File: src/logic/hbdw_cfg.svh
`ifndef HBDW_CFG_SVH
`define HBDW_CFG_SVH

// host window: processor address bits 19..16 equal to this page
`define HBDW_WIN_MSB        19
`define HBDW_WIN_LSB        16
`define HBDW_WIN_PAGE       4'h4

// upper-address extension register field layout
`define HBDW_UA_ADDR_MSB    5
`define HBDW_UA_ADDR_LSB    0
`define HBDW_UA_IOPAGE_BIT  6
`define HBDW_UA_IRQ_BIT     7
`define HBDW_UA_RESET       8'h00

// reset value of the data-path latches and top bit of the low address latch
`define HBDW_WORD_RESET     16'h0000
`define HBDW_LOW_ADDR_MSB   15

`endif

File: src/logic/hbdw_pkg.sv
package hbdw_pkg;

  typedef logic [15:0] hbdw_word_t;   // backplane / processor data word
  typedef logic [19:0] hbdw_paddr_t;  // processor address
  typedef logic [7:0]  hbdw_ua_t;     // upper-address extension image

  // bus-mastership sequencing, one-hot
  typedef enum logic [2:0] {
    HBDW_IDLE   = 3'b001,
    HBDW_REQ    = 3'b010,
    HBDW_MASTER = 3'b100
  } hbdw_seq_t;

  // complete state of the bridge core
  typedef struct packed {
    hbdw_seq_t  seq;       // mastership phase
    hbdw_ua_t   upper;     // upper-address extension register
    hbdw_word_t addr_lo;   // dma low address latch
    hbdw_word_t data;      // dma transfer data register
    hbdw_word_t vector;    // vector register image
    logic       write_dir; // 1: dma write to host memory
    hbdw_word_t bdal_out;  // registered backplane data drive
  } hbdw_core_t;

  // complete state of the interrupt control
  typedef struct packed {
    logic prev_req;  // last sampled request level
    logic pending;   // request held toward the host
    logic vec_phase; // vector being presented
  } hbdw_irq_t;

endpackage

File: src/logic/hbdw_irq_if.sv
`timescale 1ns/1ps
`default_nettype none

// carries the request level in and the interrupt phases out
interface hbdw_irq_if;
  logic req_level;  // stored host interrupt request bit
  logic ack_in;     // acknowledge daisy-chain input from host
  logic din;        // host data-in strobe
  logic pending;    // interrupt request on the backplane
  logic vec_start;  // one-cycle strobe clocking the vector
  logic vec_phase;  // vector on the data lines

  modport core (output req_level, ack_in, din, input pending, vec_start, vec_phase);
  modport irq  (input req_level, ack_in, din, output pending, vec_start, vec_phase);
endinterface

`default_nettype wire

File: src/logic/hbdw_irq.sv
`timescale 1ns/1ps
`default_nettype none

module hbdw_irq (
  input  wire logic CLK,
  input  wire logic RSTN,
  hbdw_irq_if.irq   link
);
  import hbdw_pkg::*;

  hbdw_irq_t st;       // registered state
  hbdw_irq_t next_st;  // next state
  logic      rise;     // low-to-high edge of the request bit
  logic      vstart;   // vector phase begins

  // only an edge asks; a level left high asks once
  always_comb begin
    next_st = st;
    rise   = link.req_level & ~st.prev_req;                           // see RQ13 see RQ16
    vstart = st.pending & link.ack_in & link.din & ~st.vec_phase;     // see RQ14
    next_st.prev_req = link.req_level;
    // a new edge in the acknowledge cycle is kept: set wins
    if (vstart) begin
      next_st.pending = 1'b0;
    end
    if (rise) begin
      next_st.pending = 1'b1;                                         // see RQ13
    end
    // vector stays on the lines until the host drops its strobe
    if (vstart) begin
      next_st.vec_phase = 1'b1;
    end else if (!link.din) begin
      next_st.vec_phase = 1'b0;
    end
  end

  // state register
  always_ff @(posedge CLK or negedge RSTN) begin
    if (!RSTN) begin
      st <= '0;
    end else begin
      st <= next_st;
    end
  end

  assign link.pending   = st.pending;
  assign link.vec_start = vstart;
  assign link.vec_phase = st.vec_phase;
endmodule

`default_nettype wire

File: src/logic/hbdw_top.sv
`timescale 1ns/1ps
`default_nettype none
`include "hbdw_cfg.svh"

// Functional notes
// RQ1 - upper register loads data bits 0-5
// RQ2 - upper bits driven only with address enable
// RQ3 - firmware splits transfers at 64K boundaries
// RQ4 - upper register frozen during bus transfer
// RQ5 - data bit 6 drives I/O page line
// RQ6 - data bit 7 is host interrupt request
// RQ7 - low address latched on window access
// RQ8 - address enable: ack, no data, no in
// RQ9 - processor write in window loads data
// RQ10 - dma write drives data onto bus
// RQ11 - dma read captures bus data
// RQ12 - processor window read drives data back
// RQ13 - request rising edge raises backplane interrupt
// RQ14 - acknowledge plus data-in clocks vector out
// RQ15 - transmit asserted during vector phase
// RQ16 - new interrupt needs clear then set
// RQ17 - window address range starts dma access
// RQ18 - ack on grant, dropped after last cycle
// RQ19 - upper register resets to zero
module hbdw_top (
  input  wire logic               CLK,
  input  wire logic               RSTN,
  // processor side
  input  wire hbdw_pkg::hbdw_paddr_t PROC_ADDR,
  input  wire logic               PROC_ALE,
  input  wire logic               PROC_WR,
  input  wire logic               PROC_RD,
  input  wire logic               UPPER_ADDR_REG_SELECT,
  input  wire hbdw_pkg::hbdw_word_t PROC_DATA_IN,
  output logic [15:0]             PROC_DATA_OUT,
  output logic                    PROC_DATA_OE_N,
  output logic                    HOST_WINDOW_SELECT,
  output logic                    HOST_IRQ_REQUEST,
  // bus sequencer side
  input  wire logic               BUS_GRANT,
  input  wire logic               DATA_PHASE_ENABLE,
  input  wire logic               DATA_IN_STROBE_DRIVE,
  input  wire logic               SEQ_LAST_DONE,
  output logic                    BUS_REQUEST,
  output logic                    BUS_ACK_DRIVE,
  output logic                    ADDRESS_DRIVE_ENABLE,
  output logic                    REGISTER_OUTPUT_ENABLE,
  output logic                    REGISTER_DIRECTION,
  // backplane side
  input  wire hbdw_pkg::hbdw_word_t BDAL_IN,
  output logic [15:0]             BDAL_OUT,
  output logic                    BDAL_OE_N,
  output logic [5:0]              BDAL_HI_OUT,
  output logic                    BDAL_HI_OE_N,
  output logic                    BBS7_OUT,
  output logic                    BBS7_OE_N,
  output logic                    BIRQ_OUT,
  output logic                    BIRQ_OE_N,
  input  wire logic               BIAKI,
  input  wire logic               BDIN,
  output logic                    TRANSCEIVER_TRANSMIT,
  input  wire hbdw_pkg::hbdw_word_t VECTOR_IN
);
  import hbdw_pkg::*;

  hbdw_core_t st;          // registered state of the bridge
  hbdw_core_t next_st;     // next state
  logic       win_hit;     // processor address inside host window
  logic       win_wr;      // processor write into host window
  logic       win_rd;      // processor read from host window
  logic       ua_wr;       // accepted upper-register write
  logic       addr_drive;  // address phase toward backplane
  logic       data_drive;  // write data phase toward backplane
  logic       bus_load;    // read data phase from backplane
  logic       idle;        // no transfer in progress

  hbdw_irq_if irq_link (); // carrier to the interrupt control

  // the window is one 64K page of processor space; reused by every
  // strobe decode so the range lives in one place
  function automatic logic in_window(input hbdw_paddr_t a);
    in_window = (a[`HBDW_WIN_MSB:`HBDW_WIN_LSB] == `HBDW_WIN_PAGE);
  endfunction

  // processor-side strobe decodes
  always_comb begin
    win_hit = in_window(PROC_ADDR);                     // see RQ17
    win_wr  = PROC_WR & in_window(PROC_ADDR);           // see RQ9
    win_rd  = PROC_RD & in_window(PROC_ADDR);           // see RQ12
  end

  // backplane phase decodes from the sequencer strobes
  always_comb begin
    idle       = (st.seq == HBDW_IDLE);
    // address only while acknowledged and neither data strobe is up
    addr_drive = BUS_ACK_DRIVE & ~DATA_PHASE_ENABLE
                 & ~DATA_IN_STROBE_DRIVE;               // see RQ8
    // write data goes out in the data phase of a write transfer
    data_drive = BUS_ACK_DRIVE & DATA_PHASE_ENABLE
                 & st.write_dir;                        // see RQ10
    // read data is caught in the data phase of a read transfer
    bus_load   = BUS_ACK_DRIVE & DATA_PHASE_ENABLE
                 & ~st.write_dir;                       // see RQ11
    // the upper page cannot move under a live transfer, so the
    // write is dropped outside idle; software must split its work
    // so that each 64K crossing falls between transfers
    ua_wr      = PROC_WR & UPPER_ADDR_REG_SELECT & idle; // see RQ1 see RQ4 see RQ3
  end

  // next state of the whole bridge
  always_comb begin
    next_st = st;

    // mastership sequencing
    case (st.seq)
      HBDW_IDLE: begin
        // any window address strobe asks for the backplane
        if (PROC_ALE && win_hit) begin
          next_st.seq = HBDW_REQ;                       // see RQ17
        end
      end
      HBDW_REQ: begin
        // grant seen: take the bus
        if (BUS_GRANT) begin
          next_st.seq = HBDW_MASTER;                    // see RQ18
        end
      end
      HBDW_MASTER: begin
        // last cycle finished or aborted: give it back
        if (SEQ_LAST_DONE) begin
          next_st.seq = HBDW_IDLE;                      // see RQ18
        end
      end
      default: begin
        // illegal code recovers to idle
        next_st.seq = HBDW_IDLE;
      end
    endcase

    // upper-address extension: address page, i/o page, request bit
    if (ua_wr) begin
      next_st.upper = PROC_DATA_IN[7:0];                // see RQ1 see RQ5 see RQ6
    end

    // low address is taken at every window address strobe
    if (PROC_ALE && win_hit) begin
      next_st.addr_lo = PROC_ADDR[`HBDW_LOW_ADDR_MSB:0]; // see RQ7
    end

    // transfer direction follows the last processor strobe in idle
    if (idle && win_wr) begin
      next_st.write_dir = 1'b1;
    end else if (idle && win_rd) begin
      next_st.write_dir = 1'b0;
    end

    // data register: processor load for writes, bus load for reads
    if (win_wr) begin
      next_st.data = PROC_DATA_IN;                      // see RQ9
    end else if (bus_load) begin
      next_st.data = BDAL_IN;                           // see RQ11
    end

    // vector register is clocked at the start of the vector phase
    if (irq_link.vec_start) begin
      next_st.vector = VECTOR_IN;                       // see RQ14
    end

    // registered backplane data; a phase change shows one cycle
    // later on the lines, traded for glitch-free data pins
    if (addr_drive) begin
      next_st.bdal_out = st.addr_lo;
    end else if (irq_link.vec_phase) begin
      next_st.bdal_out = st.vector;                     // see RQ15
    end else if (data_drive) begin
      next_st.bdal_out = st.data;                       // see RQ10
    end else begin
      next_st.bdal_out = `HBDW_WORD_RESET;
    end
  end

  // state register; reset clears the upper page and request bit
  always_ff @(posedge CLK or negedge RSTN) begin
    if (!RSTN) begin
      st.seq       <= HBDW_IDLE;
      st.upper     <= `HBDW_UA_RESET;                   // see RQ19
      st.addr_lo   <= `HBDW_WORD_RESET;
      st.data      <= `HBDW_WORD_RESET;
      st.vector    <= `HBDW_WORD_RESET;
      st.write_dir <= 1'b0;
      st.bdal_out  <= `HBDW_WORD_RESET;
    end else begin
      st <= next_st;
    end
  end

  // interrupt control gets the stored request bit
  assign irq_link.req_level = st.upper[`HBDW_UA_IRQ_BIT]; // see RQ6
  assign irq_link.ack_in    = BIAKI;
  assign irq_link.din       = BDIN;

  hbdw_irq hbdw_irq_inst (
    .CLK  (CLK),
    .RSTN (RSTN),
    .link (irq_link)
  );

  // sequencer handshake
  assign BUS_REQUEST          = (st.seq == HBDW_REQ);
  assign BUS_ACK_DRIVE        = (st.seq == HBDW_MASTER);  // see RQ18
  assign ADDRESS_DRIVE_ENABLE = addr_drive;

  // data register enable and direction: 1 toward backplane
  assign REGISTER_OUTPUT_ENABLE = data_drive | win_rd;    // see RQ10 see RQ12
  assign REGISTER_DIRECTION     = data_drive;             // see RQ12

  // processor read-back of the data register
  assign PROC_DATA_OUT  = st.data;
  assign PROC_DATA_OE_N = ~win_rd;                        // see RQ12

  assign HOST_WINDOW_SELECT = win_hit;
  assign HOST_IRQ_REQUEST   = st.upper[`HBDW_UA_IRQ_BIT];

  // upper address and i/o page go out only in the address phase
  assign BDAL_HI_OUT  = st.upper[`HBDW_UA_ADDR_MSB:`HBDW_UA_ADDR_LSB]; // see RQ2
  assign BDAL_HI_OE_N = ~addr_drive;                      // see RQ2
  assign BBS7_OUT     = st.upper[`HBDW_UA_IOPAGE_BIT];    // see RQ5
  assign BBS7_OE_N    = ~addr_drive;                      // see RQ5

  // backplane data lines
  assign BDAL_OUT  = st.bdal_out;
  assign BDAL_OE_N = ~(addr_drive | data_drive | irq_link.vec_phase);
  assign TRANSCEIVER_TRANSMIT = addr_drive | data_drive
                                | irq_link.vec_phase;     // see RQ15

  // interrupt request line, active while an interrupt is pending
  assign BIRQ_OUT  = irq_link.pending;                    // see RQ13
  assign BIRQ_OE_N = ~irq_link.pending;
endmodule

`default_nettype wire

File: config.mk
export PLATFORM = sky130hd
export DESIGN_NAME = hbdw_top
export DESIGN_NICKNAME = d
export VERILOG_FILES = /design/src/logic/hbdw_pkg.sv /design/src/logic/hbdw_irq_if.sv /design/src/logic/hbdw_irq.sv /design/src/logic/hbdw_top.sv
export VERILOG_INCLUDE_DIRS = /design/src /design/src/logic
export SDC_FILE = /design/constraint.sdc
export NUM_CORES = 1
export LEC_CHECK = 0
export BUFFER_PORTS_ARGS = -buffer_cell sky130_fd_sc_hd__clkbuf_2
export CAP_MARGIN = 5
export CORE_ASPECT_RATIO = 1.75
export CORE_UTILIZATION = 35
export CTS_BUF_LIST = sky130_fd_sc_hd__clkbuf_16
export CTS_CLUSTER_DIAMETER = 50
export DETAILED_ROUTE_END_ITERATION = 16
export PLACE_DENSITY = 0.67
export SYNTH_ARGS = -nofsm -noshare
export SYNTH_HDL_FRONTEND = slang
export SYNTH_SLANG_ARGS = --single-unit
File: constraint.sdc
create_clock -name CLK -period 1.54 [get_ports CLK]
set_input_delay 0.154 -clock CLK [delete_from_list [all_inputs] [get_ports CLK]]
set_output_delay 0.154 -clock CLK [all_outputs]
set_load 0.03 [all_outputs]
==> key figures <==
Flow run
  • MaxCap Viol Count: 0

Yosys
  • Synth top cells by count: 78 x dfrtp_1, 40 x buf_4, 33 x nor3_1
  • Yosys Warn Count: 0
  • Synth Instances: 357
  • Area leader, netlist: dfrtp_1
  • Ys flop type: dfrtp_1
  • Synthesized area: 3920 µm²
  • Synth Register Bits: 79
  • EDFF count, synth: 0
  • Ys async rst share: 100%
  • Sequential fraction of the synthesis area: 50.5%
  • Post-synthesis cell type count: 36
  • Yosys top cell area share: 49.8%
  • Synthesized Nets: 437
  • Synthesized area per cell: 11.0 µm²
  • Ranking of synthesized cells by area: dfrtp_1 50%, mux2_2 8.6%, buf_4 7.7%, nor3_1 4.2%, nand4b_1 4.0%
  • Most frequent cell after synthesis: dfrtp_1

Min path
  • Hold Crit Class: input port to flop

STA
  • Worst slew pin tran: 0.553 ns
  • Final Hold Fails: 0
  • RSZ-0062 raised after global routing: yes
  • Max frequency: 0.527 GHz
  • Rel. slew slack: 63.1%
  • Worst setup slack after layout: -0.358 ns
  • Fin crit share: 123%
  • Pins Over Slew Limit: 0
  • Final Critical Period: 1.90 ns
  • Setup Skew: 0.00610 ns
  • WHS: 0.0362 ns
  • # setup viols final: 40

Floorplan
  • Die Y: 142 µm
  • CORE AREA: 10800 µm²
  • I/O pin total: 133
  • Std-Cell Rows: 50
  • Die Area: 11600 µm²
  • Die X: 82.0 µm
  • Starting Density: 36.2%

Clock network
  • TritonCTS clock tree: built
  • Worst-Skew Late Latency: 0.34 ns
  • CTS sink cnt: 79
  • Htree depth: 3
  • Clock slew at reported path FFs: 0.06 ns
  • TritonCTS Buffers: 9
  • CTS Buffer Depth: 2
  • CTS Root Cell: clkbuf_16

Cells and area
  • Util after Layout: 49.6%
  • Ant. Diodes: 0
  • Nets@finish: 552
  • Fill cells: 1027
  • Synthesis-to-finish area growth: 36.9%
  • Share of cells above drive strength 1: 54.5%

Power
  • Leakage: 0.00248 µW
  • Max VDD drop: 676 µV
  • Final Power: 6960 µW
  • PwrDens: 1300 nW/µm²

Drt
  • First-pass DRT Iterations: 7
  • First DRT Iteration DRCs: 127
  • DRT Wirelength: 11000 µm
  • Number of remaining DRC errors: 0
  • Avg WL per Cell: 18.1 µm
  • Post-DRT Antenna Nets: 0
  • Vias per inst: 5.24
  • Via count: 3179

Place
  • GPL Wtd Cong: 0.836
  • DP HPWL: 7860 µm
  • Port Buf Inserts: 132

Critical path
  • Critical Path AT: 1.74 ns
  • CP startpoint kind: flop
  • Worst reg-to-reg setup slack: -0.26 ns
  • Critical Path RT: 1.39 ns
  • Critical path type: flop to output pin
  • Crit end category: output pin
  • Critical path peak fanout: 18

Global routing
  • Gr ovfl total: 0
  • Initial antenna violation count: 0
  • GRT Util Overall: 19.4%
  • First-pass GRT wire length: 16600 µm
  • Largest net degree at the start of global routing: 53
  • Vias in the first global route: 3226

Status
  • Outcome: finished with violations
  • Failing checks: negative setup slack
[timing repair]
item                                    4_1_cts  5_1_grt
gates resized for setup                      39       45
gates cloned                                  2        3
hold endpoints to repair                     78        0
buffers inserted                              6        9
hold buffers                                  1        0
endpoints found under the setup margin       21       49
pin swaps                                    10       48
[stage by stage]
stage	area [µm²]	setup slack [ns]	setup TNS (ns)	instances
finish	5370	-0.358	-6.00	607
global route	5370	-0.405	-8.96	607
CTS	5170	-0.387	-4.09	599
detailed placement	4600	-0.0952	-2.06	575
global placement	4600	-0.0848	-1.57	575
floorplan	3970	-0.293	-2.23	357
[logic make-up (layout without fill, tap and decap cells)]
logic type,after synthesis,count (layout),share of synthesized area (%)
simple gates,88,88,13.3
flops,79,79,50.5
buf+inv,78,198,12.4
compound gates,72,72,11.4
mux,40,40,12.5
[layout by cell type, fill, tap and decap left out, types with 2 or more instances in the layout]
| master | Yosys | layout |
|---|---|---|
| nand2_4 | 1 | 2 |
| a31oi_1 | 17 | 17 |
| nor2_4 | 0 | 2 |
| dfrtp_1 | 78 | 78 |
| nor3_1 | 33 | 32 |
| buf_8 | 0 | 8 |
| buf_6 | 4 | 12 |
| mux2_4 | 10 | 14 |
| mux2_2 | 30 | 26 |
| buf_4 | 40 | 20 |
| a32oi_1 | 16 | 10 |
| clkbuf_16 | 0 | 11 |
| o21ai_1 | 0 | 4 |
| or2_2 | 2 | 2 |
| o21ai_2 | 0 | 4 |
| clkbuf_8 | 0 | 3 |
| a32oi_2 | 0 | 6 |
| o21ai_0 | 18 | 9 |
| clkbuf_2 | 0 | 122 |
| buf_12 | 0 | 5 |
| inv_1 | 5 | 4 |
| nand4b_1 | 18 | 18 |
| clkinv_4 | 1 | 2 |
| a21oi_1 | 19 | 18 |
| nand2_1 | 19 | 18 |
| clkinvlp_4 | 0 | 5 |
[metal layers]
metal	GRT usage (%)	routed length (µm)
met1	22.4	4300
met2	33.4	5990
met3	3.65	435
met4	9.23	263
met5	0	0
[report_power, final]
group	switching (µW)	total (µW)	internal, µW	leakage, µW
Clock	867	2120	1250	0.000134
Combinational	1110	1900	788	0.00139
Sequential	331	2940	2610	0.000961
[final timing paths]
| kind | to | startpoint | depth (start not counted) |
|---|---|---|---|
| worst max-delay path | BBS7_OE_N | st[74] | 4 |
| worst min-delay path | st[73] | PROC_ALE | 2 |
| worst max register to register | BDAL_HI_OUT[0] | st[73] | 7 |
| worst min register to register | hbdw_irq_inst.link.pending | hbdw_irq_inst.st[2] | 1 |
| max in group asynchronous | st[73] | RSTN | 3 |
| min in group asynchronous | st[19] | RSTN | 3 |
[layout make-up]
class	count	area [µm²]	area share, %
multi-input combinational	200	1640	30.5
timing repair buffer	175	1250	23.3
clock buffer	9	225	4.20
sequential	79	1980	36.9
tap	130	163	3.03
clock inverter	7	73.8	1.38
inverter	7	35.0	0.653
[critical path, cell delays in order, from the launching register on]
cell and delay [ns]:
dfrtp_1 0.40, or3b_4 0.40, or2_4 0.28, buf_8 0.16, clkbuf_8 0.16
[registers in the layout, indices dropped and copies added (netlist names), 6 cells and up]
name	cells
BDAL_OUT	16
st	36
BDAL_HI_OUT	6
PROC_DATA_OUT	16
Power figures use the tool's default switching activity.
